`src/shared/mbd_pkg.sv`:
```
// shared constants and types for the diagnosis / multi-write query handler
package mbd_pkg;
    // ========================================
    // function codes and fields
    localparam logic [7:0] FC_DIAG = 8'h08;
    localparam logic [7:0] FC_WRMULTI = 8'h10;
    localparam logic [15:0] SUB_ECHO = 16'h0000;
    localparam logic [7:0] EXC_FLAG = 8'h80;
    localparam logic [7:0] EXC_DATA = 8'h03;
    localparam logic [7:0] EXC_SLAVE = 8'h04;
    localparam int MAX_REGS = 16;
    // ========================================
    // frame layout (byte positions)
    localparam int POS_ADDR = 0;
    localparam int POS_FC = 1;
    localparam int POS_W0 = 2;
    localparam int POS_W1 = 4;
    localparam int POS_BC = 6;
    localparam int POS_DATA = 7;
    localparam int DIAG_LEN = 8;
    localparam int WR_HDR_LEN = 9;
    localparam int MIN_LEN = 4;
    localparam int RX_MAX = WR_HDR_LEN + 2 * MAX_REGS;
    localparam int RESP_MAX = 6;
    // ========================================
    // crc-16
    localparam logic [15:0] CRC_INIT = 16'hFFFF;
    localparam logic [15:0] CRC_POLY = 16'hA001;
    // ========================================
    // register write request
    typedef struct packed {
        logic [15:0] addr;
        logic [15:0] data;
    } mbd_wr_s;
endpackage

```
`src/hw/mbd_crc16.sv`:
```
// crc-16 accumulator, one byte per enabled cycle
`timescale 1ns/100ps
module mbd_crc16 (
    input wire logic i_clk,
    input wire logic i_rst_n,
    input wire logic i_ce,
    input wire logic i_clr,
    input wire logic i_en,
    input wire logic [7:0] i_byte,
    output logic [15:0] o_crc
);
    // ========================================
    // byte update
    function automatic logic [15:0] crc_byte(input logic [15:0] c, input logic [7:0] b);
        logic [15:0] x;
        x = c ^ {8'h00, b};
        for (int k = 0; k < 8; k++) begin
            x = x[0] ? ((x >> 1) ^ mbd_pkg::CRC_POLY) : (x >> 1);
        end
        return x;
    endfunction

    logic [15:0] crc_r;
    logic [15:0] crc_nxt;

    always_comb begin
        crc_nxt = crc_r;
        if (i_clr) begin
            crc_nxt = mbd_pkg::CRC_INIT;
        end else if (i_en) begin
            crc_nxt = crc_byte(crc_r, i_byte);
        end
    end

    always_ff @(posedge i_clk or negedge i_rst_n) begin
        if (!i_rst_n) begin
            crc_r <= mbd_pkg::CRC_INIT;
        end else if (i_ce) begin
            crc_r <= crc_nxt;
        end
    end

    assign o_crc = crc_r;
endmodule

```
`src/hw/mbd_slave.sv`:
```
// query handler for diagnosis and multiple holding register writes
`timescale 1ns/100ps
module mbd_slave #(
    parameter int MAX_REGS = mbd_pkg::MAX_REGS
) (
    input wire logic I_CLK,
    input wire logic I_RST_N,
    input wire logic I_CE,
    input wire logic [7:0] I_SLAVE_ADDR,
    input wire logic i_rx_valid,
    input wire logic [7:0] i_rx_byte,
    input wire logic i_rx_end,
    output logic [7:0] o_tx_byte,
    output logic o_tx_valid,
    input wire logic i_tx_ready,
    output logic o_wr_en,
    output mbd_pkg::mbd_wr_s o_wr,
    input wire logic i_wr_err,
    input wire logic i_proc_busy,
    output logic o_busy
);
    localparam int RX_MAX = mbd_pkg::WR_HDR_LEN + 2 * MAX_REGS;

    if (MAX_REGS < 1 || MAX_REGS > mbd_pkg::MAX_REGS) begin : g_chk
        $error("MAX_REGS out of range");
    end

    // ========================================
    // reset release
    logic [1:0] rst_sync_r;
    logic rst_n;
    always_ff @(posedge I_CLK or negedge I_RST_N) begin
        if (!I_RST_N) begin
            rst_sync_r <= 2'h0;
        end else begin
            rst_sync_r <= {rst_sync_r[0], 1'b1};
        end
    end
    assign rst_n = rst_sync_r[1];

    // ========================================
    // state
    typedef enum logic [2:0] {
        ST_RX = 3'h0,
        ST_CHECK = 3'h1,
        ST_WRITE = 3'h2,
        ST_WRWAIT = 3'h3,
        ST_SEND = 3'h4,
        ST_CRCL = 3'h5,
        ST_CRCH = 3'h6
    } mbd_state_e;

    mbd_state_e state_r, state_nxt;
    logic [7:0] rx_buf_r [RX_MAX];
    logic [7:0] rx_buf_nxt [RX_MAX];
    logic [5:0] rx_cnt_r, rx_cnt_nxt;
    logic ovf_r, ovf_nxt;
    logic [7:0] resp_r [mbd_pkg::RESP_MAX];
    logic [7:0] resp_nxt [mbd_pkg::RESP_MAX];
    logic [2:0] resp_len_r, resp_len_nxt;
    logic [2:0] tx_idx_r, tx_idx_nxt;
    logic [4:0] wr_idx_r, wr_idx_nxt;
    logic [7:0] tx_byte_r, tx_byte_nxt;
    logic tx_valid_r, tx_valid_nxt;
    logic wr_en_r, wr_en_nxt;
    mbd_pkg::mbd_wr_s wr_r, wr_nxt;
    logic rx_crc_clr, rx_crc_en, tx_crc_clr, tx_crc_en;
    logic [15:0] rx_crc, tx_crc;

    function automatic logic [15:0] word_at(input logic [7:0] hi, input logic [7:0] lo);
        return {hi, lo};
    endfunction

    // ========================================
    // crc engines
    mbd_crc16 u_rx_crc (
        .i_clk(I_CLK),
        .i_rst_n(rst_n),
        .i_ce(I_CE),
        .i_clr(rx_crc_clr),
        .i_en(rx_crc_en),
        .i_byte(i_rx_byte),
        .o_crc(rx_crc)
    );

    mbd_crc16 u_tx_crc (
        .i_clk(I_CLK),
        .i_rst_n(rst_n),
        .i_ce(I_CE),
        .i_clr(tx_crc_clr),
        .i_en(tx_crc_en),
        .i_byte(tx_byte_r),
        .o_crc(tx_crc)
    );

    // ========================================
    // next state
    logic [15:0] start_w, count_w, sub_w;
    logic [7:0] bc_w;
    logic accept;
    always_comb begin
        start_w = word_at(rx_buf_r[mbd_pkg::POS_W0], rx_buf_r[mbd_pkg::POS_W0 + 1]);
        count_w = word_at(rx_buf_r[mbd_pkg::POS_W1], rx_buf_r[mbd_pkg::POS_W1 + 1]);
        sub_w = start_w;
        bc_w = rx_buf_r[mbd_pkg::POS_BC];
        accept = tx_valid_r && i_tx_ready;
        state_nxt = state_r;
        rx_buf_nxt = rx_buf_r;
        rx_cnt_nxt = rx_cnt_r;
        ovf_nxt = ovf_r;
        resp_nxt = resp_r;
        resp_len_nxt = resp_len_r;
        tx_idx_nxt = tx_idx_r;
        wr_idx_nxt = wr_idx_r;
        tx_byte_nxt = tx_byte_r;
        tx_valid_nxt = tx_valid_r;
        wr_en_nxt = 1'b0;
        wr_nxt = wr_r;
        rx_crc_clr = 1'b0;
        rx_crc_en = 1'b0;
        tx_crc_clr = 1'b0;
        tx_crc_en = 1'b0;
        case (state_r)
            ST_RX: begin
                // bytes arriving while a reply is pending are not seen here
                if (i_rx_valid) begin
                    rx_crc_en = 1'b1;
                    if (rx_cnt_r < 6'(RX_MAX)) begin
                        rx_buf_nxt[rx_cnt_r] = i_rx_byte;
                        rx_cnt_nxt = rx_cnt_r + 6'h01;
                    end else begin
                        ovf_nxt = 1'b1;
                    end
                end
                if (i_rx_end) begin
                    state_nxt = ST_CHECK;
                end
            end
            ST_CHECK: begin
                state_nxt = ST_RX;
                rx_cnt_nxt = 6'h00;
                ovf_nxt = 1'b0;
                rx_crc_clr = 1'b1;
                tx_idx_nxt = 3'h0;
                wr_idx_nxt = 5'h00;
                tx_crc_clr = 1'b1;
                // header latched only here so a later exception code is not overwritten
                resp_nxt[0] = rx_buf_r[mbd_pkg::POS_ADDR];
                resp_nxt[1] = rx_buf_r[mbd_pkg::POS_FC];
                // residue zero means crc (low byte first) matched
                // an overlong write still gets 03h; the header bytes are kept
                if (rx_crc == 16'h0000 && rx_cnt_r >= 6'(mbd_pkg::MIN_LEN)
                    && rx_buf_r[mbd_pkg::POS_ADDR] == I_SLAVE_ADDR) begin
                    if (rx_buf_r[mbd_pkg::POS_FC] == mbd_pkg::FC_DIAG
                        && rx_cnt_r == 6'(mbd_pkg::DIAG_LEN)) begin
                        state_nxt = ST_SEND;
                        if (sub_w == mbd_pkg::SUB_ECHO) begin
                            // echo; fresh crc equals the received one
                            for (int k = 2; k < mbd_pkg::RESP_MAX; k++) begin
                                resp_nxt[k] = rx_buf_r[k];
                            end
                            resp_len_nxt = 3'h6;
                        end else begin
                            resp_nxt[1] = rx_buf_r[mbd_pkg::POS_FC] | mbd_pkg::EXC_FLAG;
                            resp_nxt[2] = mbd_pkg::EXC_DATA;
                            resp_len_nxt = 3'h3;
                        end
                    end else if (rx_buf_r[mbd_pkg::POS_FC] == mbd_pkg::FC_WRMULTI) begin
                        state_nxt = ST_SEND;
                        for (int k = 2; k < mbd_pkg::RESP_MAX; k++) begin
                            resp_nxt[k] = rx_buf_r[k];
                        end
                        resp_len_nxt = 3'h6;
                        if (count_w == 16'h0000 || count_w > 16'(MAX_REGS)
                            || {8'h00, bc_w} != {count_w[14:0], 1'b0}
                            || ovf_r
                            || 32'(rx_cnt_r) != mbd_pkg::WR_HDR_LEN + 32'(bc_w)) begin
                            resp_nxt[1] = rx_buf_r[mbd_pkg::POS_FC] | mbd_pkg::EXC_FLAG;
                            resp_nxt[2] = mbd_pkg::EXC_DATA;
                            resp_len_nxt = 3'h3;
                        end else if (i_proc_busy) begin
                            resp_nxt[1] = rx_buf_r[mbd_pkg::POS_FC] | mbd_pkg::EXC_FLAG;
                            resp_nxt[2] = mbd_pkg::EXC_SLAVE;
                            resp_len_nxt = 3'h3;
                        end else begin
                            state_nxt = ST_WRITE;
                        end
                    end
                end
            end
            ST_WRITE: begin
                // ascending addresses, upper half at even index first
                wr_en_nxt = 1'b1;
                wr_nxt.addr = start_w + 16'(wr_idx_r);
                wr_nxt.data = word_at(rx_buf_r[mbd_pkg::POS_DATA + 2 * wr_idx_r],
                                      rx_buf_r[mbd_pkg::POS_DATA + 2 * wr_idx_r + 1]);
                state_nxt = ST_WRWAIT;
            end
            ST_WRWAIT: begin
                if (i_wr_err) begin
                    // earlier writes are kept; no rollback
                    resp_nxt[1] = rx_buf_r[mbd_pkg::POS_FC] | mbd_pkg::EXC_FLAG;
                    resp_nxt[2] = mbd_pkg::EXC_SLAVE;
                    resp_len_nxt = 3'h3;
                    state_nxt = ST_SEND;
                end else if (16'(wr_idx_r) + 16'h0001 == count_w) begin
                    state_nxt = ST_SEND;
                end else begin
                    wr_idx_nxt = wr_idx_r + 5'h01;
                    state_nxt = ST_WRITE;
                end
            end
            ST_SEND: begin
                if (!tx_valid_r) begin
                    tx_byte_nxt = resp_r[tx_idx_r];
                    tx_valid_nxt = 1'b1;
                end else if (accept) begin
                    tx_crc_en = 1'b1;
                    tx_valid_nxt = 1'b0;
                    tx_idx_nxt = tx_idx_r + 3'h1;
                    if (tx_idx_r + 3'h1 == resp_len_r) begin
                        state_nxt = ST_CRCL;
                    end
                end
            end
            ST_CRCL: begin
                if (!tx_valid_r) begin
                    tx_byte_nxt = tx_crc[7:0];
                    tx_valid_nxt = 1'b1;
                end else if (accept) begin
                    tx_valid_nxt = 1'b0;
                    state_nxt = ST_CRCH;
                end
            end
            ST_CRCH: begin
                if (!tx_valid_r) begin
                    tx_byte_nxt = tx_crc[15:8];
                    tx_valid_nxt = 1'b1;
                end else if (accept) begin
                    tx_valid_nxt = 1'b0;
                    state_nxt = ST_RX;
                end
            end
            default: begin
                state_nxt = ST_RX;
            end
        endcase
    end

    // ========================================
    // registers
    always_ff @(posedge I_CLK or negedge rst_n) begin
        if (!rst_n) begin
            state_r <= ST_RX;
            for (int k = 0; k < RX_MAX; k++) begin
                rx_buf_r[k] <= 8'h00;
            end
            for (int k = 0; k < mbd_pkg::RESP_MAX; k++) begin
                resp_r[k] <= 8'h00;
            end
            rx_cnt_r <= 6'h00;
            ovf_r <= 1'b0;
            resp_len_r <= 3'h0;
            tx_idx_r <= 3'h0;
            wr_idx_r <= 5'h00;
            tx_byte_r <= 8'h00;
            tx_valid_r <= 1'b0;
            wr_en_r <= 1'b0;
            wr_r <= '0;
        end else if (I_CE) begin
            state_r <= state_nxt;
            rx_buf_r <= rx_buf_nxt;
            resp_r <= resp_nxt;
            rx_cnt_r <= rx_cnt_nxt;
            ovf_r <= ovf_nxt;
            resp_len_r <= resp_len_nxt;
            tx_idx_r <= tx_idx_nxt;
            wr_idx_r <= wr_idx_nxt;
            tx_byte_r <= tx_byte_nxt;
            tx_valid_r <= tx_valid_nxt;
            wr_en_r <= wr_en_nxt;
            wr_r <= wr_nxt;
        end
    end

    logic busy_r;
    always_ff @(posedge I_CLK or negedge rst_n) begin
        if (!rst_n) begin
            busy_r <= 1'b0;
        end else if (I_CE) begin
            busy_r <= (state_nxt != ST_RX);
        end
    end

    assign o_tx_byte = tx_byte_r;
    assign o_tx_valid = tx_valid_r;
    assign o_wr_en = wr_en_r;
    assign o_wr = wr_r;
    assign o_busy = busy_r;
endmodule

```
`config.mk`:
```
export PLATFORM = sky130hd
export DESIGN_NAME = mbd_slave
export DESIGN_NICKNAME = d
export VERILOG_FILES = /design/src/shared/mbd_pkg.sv /design/src/hw/mbd_crc16.sv /design/src/hw/mbd_slave.sv
export SDC_FILE = /design/constraint.sdc
export NUM_CORES = 1
export LEC_CHECK = 0
export BUFFER_PORTS_ARGS = -buffer_cell sky130_fd_sc_hd__buf_2
export CAP_MARGIN = 20
export CORE_ASPECT_RATIO = 0.5
export CORE_UTILIZATION = 41
export CTS_BUF_LIST = sky130_fd_sc_hd__clkbuf_8
export DETAILED_ROUTE_END_ITERATION = 8
export PLACE_DENSITY_LB_ADDON = 0.1
export SETUP_SLACK_MARGIN = 0.3
export SYNTH_ARGS = -nofsm -noshare
export SYNTH_HDL_FRONTEND = slang
export SYNTH_SLANG_ARGS = --single-unit
```
`constraint.sdc`:
```
create_clock -name I_CLK -period 21.7 [get_ports I_CLK]
set_clock_uncertainty 0.1 [all_clocks]
set_input_delay 1.085 -clock I_CLK [delete_from_list [all_inputs] [get_ports I_CLK]]
set_output_delay 1.085 -clock I_CLK [all_outputs]
set_load 0.005 [all_outputs]
```
* Word level (Yosys, flattened, before mapping)
Cells that the tools add are included. Widths: inputs -> output; s select.
Operators by class: $add $sub $neg 8, $mul 0, div/mod/pow operators 0, $lt $le $gt $ge 8, equal/unequal tests 28, shifts and indexed selects 0, muxes and demuxes 91, bitwise gates (word level) 22, reductions and logical operators 36
Operators by type and width (number):
- $mux 16 | 23
- $bwmux 328 | 1
- $mux 40 | 3
- $bmux 8 s6 | 2
- $mux 8 | 12
- $mux 3 | 24
- $ge 33x7->1 const B | 2
- $demux 8 s6 | 1
- $logic_not 16->1 | 3
- $not 2->3 | 16
- $not 32->33 | 1
- $not 8->33 | 1
- $pmux 16 s2 | 1
- $xor 16x8->16 | 2
- $bmux 8 s3 | 1
- $mux 24 | 1
- $ne 2x2->1 const B | 12
- $pmux 8 s3 | 1
- $pmux 3 s7 | 1
- $reduce_and 4->1 | 5
- $add 16x5->16 | 1
- $eq 6x16->1 | 1
- $gt 16x5->1 const B | 1
- $ne 8x16->1 | 1
- 41 further kinds | 76
Word-level totals: register bits after elaboration 474, bits in latches 0, bits in writable memories 0, ROM bits 0, input bits 24, output and inout port bits 43, logic and storage cells 255, memories kept 0

* Longest topological paths before layout
word-level depth 19, depth in mapped cells 16, gate-level depth less buffers 10

* Modules after synthesis
Synthesis repeated with hierarchy kept, for this count alone.
Unflattened totals: cells, all modules 1808, area, all modules 23243.5 sq um
By module, submodules not included:
- mbd_slave | instances 1, cells each 1641, area an instance 21498.1 sq um, sequential area each 11060.6 sq um
- mbd_crc16 at u_rx_crc | instances 1, cells each 84, area an instance 879.6 sq um, sequential area each 420.4 sq um
- mbd_crc16 at u_tx_crc | instances 1, cells each 83, area an instance 865.8 sq um, sequential area each 420.4 sq um

* Worst setup path after synthesis
No wires, ideal clock.
path kind reg2reg, start point register wr_idx_r[0], end point register wr_r, in the netlist o_wr[10], library setup time 126 ps, arrival 4064 ps, data required time 21474 ps, setup slack 17411 ps, stages on the path, launching flop included 15, buffers on the path 9, period minus slack after synthesis 4289 ps, cell sequence dfrtp_1 clkbuf_1 buf_2 clkbuf_1 inv_1 clkbuf_1 ha_1 buf_2 buf_2 buf_2 clkbuf_1 clkbuf_1 mux4_2 a221oi_1 nor2_1
Between the ends: longest elaborated chain between the ends 5
RTL lines:
- start, declared | RTL line mbd_slave.sv:62 | logic [4:0] wr_idx_r, wr_idx_nxt;
- start signal, assigned | RTL line mbd_slave.sv:278 | wr_idx_r <= wr_idx_nxt;
- $add 3x6->7 | RTL line mbd_slave.sv:195 | wr_nxt.data = word_at(rx_buf_r[mbd_pkg::POS_DATA + 2 * wr_idx_r],
- $not 32->33 (implied by the code) | RTL line mbd_slave.sv:195
- $bmux 8 s6 | RTL line mbd_slave.sv:195
- $mux 8 (implied by the code) (2 in series) | RTL line mbd_slave.sv:195
- end signal, assigned | RTL line mbd_slave.sv:282 | wr_r <= wr_nxt;
- end, declared | RTL line mbd_slave.sv:66 | mbd_pkg::mbd_wr_s wr_r, wr_nxt;
No other way between the ends. The select of a mux whose other input is x is not followed. A chain may end at the register's enable or synchronous reset.

* Final worst setup path
start point register wr_idx_r[0], end point register wr_r, in the netlist o_wr[11]
Same word-level chain as after synthesis.

==> out/metrics.csv <==
stage,metric,value,unit
global_route,grt_usage,0.234,
detailed_routing,avgRoutedWirePerCell,24.8,um
power,clkPwrFrac,0.300,
placed_design,place_hpwl,42.3,mm
status,run_status,completed,
synth,yosysUniqueCellTypes,71,
detailed_routing,wl,64.9,mm
power,p_switching,0.000854,W
global_route,grt_overflow,0,
layout,layout_commonest_cell,dfrtp_1,
power,seq_power_share,0.449,
critical_path,start_kind,register,
synth,async_flop_share,1.00,
die,rows,60,
sta,max_freq,216,MHz
layout,synthToLayoutAreaGrowth,11.1,%
sta,setup_violations,0,
clock_network,clock-sinks,474,
synth,ys_seq_area_frac,0.519,
clock_network,cts_setup_buffers,0,
flow_run,cap_viol_max_count,0,
sta,tightest_slew,1150,ps
detailed_routing,wl_met1,31.4,mm
hold_path,min_path_type,primary input to asynchronous set/reset pin,
layout,drive_above_1_share,0.374,
global_route,grt_pass1_wl,99.8,mm
detailed_routing,drt-vias-per-instance,5.73,
clock_network,clk_pin_slew,60,ps
sta,fin_crit_sh,0.214,
critical_path,end_kind,register,
power,power_density,99.9,nW/um2
die,die_x,337,um
die,die-area,57000,um2
detailed_routing,drtAntennaViolNets,0,
detailed_routing,drt_iter0_markers,1068,
critical_path,worstPathArrival,5050,ps
synth,syn_nets,1805,
layout,final_cell_mix,"dfrtp_1 (439), mux2_2 (362), nand2_1 (155)",
power,power_leakage,11.8,nW
die,start_util,0.421,
synth,syn_area_per_cell,13.0,um2
synth,synth_edf_count,0,
detailed_routing,wl_met3,2.84,mm
sta,min_period,4640,ps
detailed_routing,dr.pass1.iters,5,
power,p_comb_frac,0.251,
synth,netlist_instances,1768,
critical_path,crit_required,22110,ps
placed_design,dp_cells,2491,
critical_path,cp_max_fo,54,
power,swShare,0.336,
die,die_h,169,um
detailed_routing,vias,15000,
power,internal_power,0.00169,W
sta,hold_viol_final,0,
synth,syn_area,22900,um2
sta,final_max_slew_viol_count,0,
synth,ys.warnings.count,0,
clock_network,clock_latency,660,ps
sta,rsz0062_at_grt,false,
sta,slew_headroom,0.227,
synth,synth_area_leaders,"dfrtp_1 (48%), mux2_2 (18%), mux4_2 (8.5%)",
detailed_routing,highest_layer,met4,
clock_network,cts_resized,0,
critical_path,worstSetupPathType,register to register,
placed_design,port_buffers,66,
layout,diodes,0,
layout,nets,1861,
power,ir_drop,0.0535,mV
sta,setup_tns,0,ps
layout,instances_no_fill,2619,
synth,synth-main-ff-cell,dfrtp_1,
synth,synth_seq_cells,474,
clock_network,hold_buffers,0,
global_route,antenna_found_initial,0,
detailed_routing,wl_met2,29.4,mm
clock_network,clockBufferDepth,3,
die,core,54500,um2
clock_network,cts-root-buf,clkbuf_8,
layout,fillCellCount,4909,
clock_network,cts_tree,yes,
global_route,grt_max_degree,85,
placed_design,gp_congestion,0.845,
detailed_routing,drc_errors,0,
synth,synth_top_area_cell,dfrtp_1,
global_route,grt_pass1_vias,15600,
synth,synth_top_area_share,0.482,
clock_network,numCtsBuffers,73,
clock_network,cts_max_level,3,
die,io_pins,67,
-- registers in the layout, indices dropped and copies added, names as in the netlist, 8 cells and up --
name	flops
resp_r	48
o_tx_byte	8
o_wr	32
u_rx_crc.o_crc	16
u_tx_crc.o_crc	16
bc_w	8
count_w	16
rx_buf_r	304
-- power by group through the flow --
| stage | registers, W | clock network, W | logic [W] |
|---|---|---|---|
| global route | 0.00116 | 0.000820 | 0.000703 |
| finish | 0.00114 | 0.000762 | 0.000639 |
| global placement | 0.00115 | 0 | 0.000630 |
| floorplan | 0.00109 | 0 | 0.000489 |
| detailed placement | 0.00116 | 0 | 0.000639 |
| CTS | 0.00114 | 0.000779 | 0.000642 |
-- Yosys cell counts, types with 3 or more instances --
| master | count |
|---|---|
| ha_1 | 12 |
| clkbuf_8 | 3 |
| a22o_1 | 14 |
| a31oi_1 | 13 |
| o31ai_1 | 6 |
| o21bai_1 | 4 |
| nor4_1 | 14 |
| buf_1 | 8 |
| nor2_1 | 55 |
| or3_1 | 3 |
| a2bb2oi_1 | 7 |
| mux4_2 | 87 |
| a211oi_1 | 16 |
| o21ai_0 | 64 |
| a22oi_1 | 14 |
| nand4_1 | 11 |
| a2111oi_0 | 3 |
| and2_1 | 10 |
| inv_1 | 26 |
| nor3b_1 | 4 |
| mux2_2 | 362 |
| a21o_1 | 3 |
| xnor2_1 | 61 |
| and3_1 | 10 |
| a221oi_1 | 8 |
| o22a_1 | 14 |
| buf_2 | 11 |
| xor2_1 | 33 |
| nand3_1 | 22 |
| nand2_1 | 156 |
| dfstp_2 | 32 |
| nand2b_1 | 4 |
| o22ai_1 | 10 |
| dfrtp_1 | 442 |
| nand3b_1 | 3 |
| a21oi_1 | 30 |
| mux2i_1 | 19 |
| clkbuf_1 | 93 |
| nor2b_1 | 19 |
| nor3_1 | 21 |
| nor4b_1 | 5 |
-- stage by stage --
step | utilization | instance area, um2 | power, W | hold WS [ps] | worst slack [ps]
floorplan | - | 22900 | 0.00158 | 231 | 7470
global placement | 0.440 | 24000 | 0.00178 | 239 | 16820
detailed placement | 0.440 | 24000 | 0.00179 | 241 | 16720
CTS | 0.467 | 25400 | 0.00256 | 71.5 | 17040
global route | 0.467 | 25500 | 0.00268 | 82.0 | 16800
finish | 0.467 | 25500 | 0.00254 | 115 | 17060
-- kinds of logic (layout without fill, tap and decap cells) --
logic type,count (synthesis),after routing,synth area share
buffers and inverters,145,252,0.0261
AOI/OAI and AO/OA,219,219,0.0634
muxes,469,469,0.273
xor gates and xnor gates,96,96,0.0376
adders and majority gates,13,13,0.00742
DFF,474,474,0.519
other,1,1,0.000163
and+or+nand+nor,351,351,0.0739
-- worst max-delay path, cell delays in order, from the launching register on --
cell	delay, ps
dfrtp_4	760
inv_1	390
ha_4	1070
buf_4	690
mux4_2	460
mux2i_1	350
a21oi_1	120
a221oi_1	430
nor2_1	80
-- final cells by class --
type / instances / area [um2] / area share
clock buffer: 93 / 1280 / 0.0502
clock inverter: 33 / 171 / 0.00673
inverter: 28 / 105 / 0.00413
multi-input combinational: 1149 / 10500 / 0.411
sequential: 474 / 11900 / 0.467
tap: 744 / 931 / 0.0365
timing repair buffer: 98 / 608 / 0.0239
-- worst paths after layout --
kind                                     from            end  slack [ps]  depth (start not counted)
worst max register to register    wr_idx_r[0]       o_wr[11]       17060                          8
max in group asynchronous       rst_sync_r[1]  rx_buf_r[132]       18900                          2
worst min-delay path                  I_RST_N  rst_sync_r[1]         110                          1
worst max-delay path              wr_idx_r[0]       o_wr[11]       17060                          8
worst min register to register  rst_sync_r[0]  rst_sync_r[1]         250                          0
min in group I_CLK              rst_sync_r[0]  rst_sync_r[1]         250                          0
-- layer usage --
layer	vias up	GRT usage
met4	0	0.0547
met2	339	0.361
met1	8009	0.345
met5	-	0
met3	96	0.0407
li1	6565	-
Power figures use the tool's default switching activity.
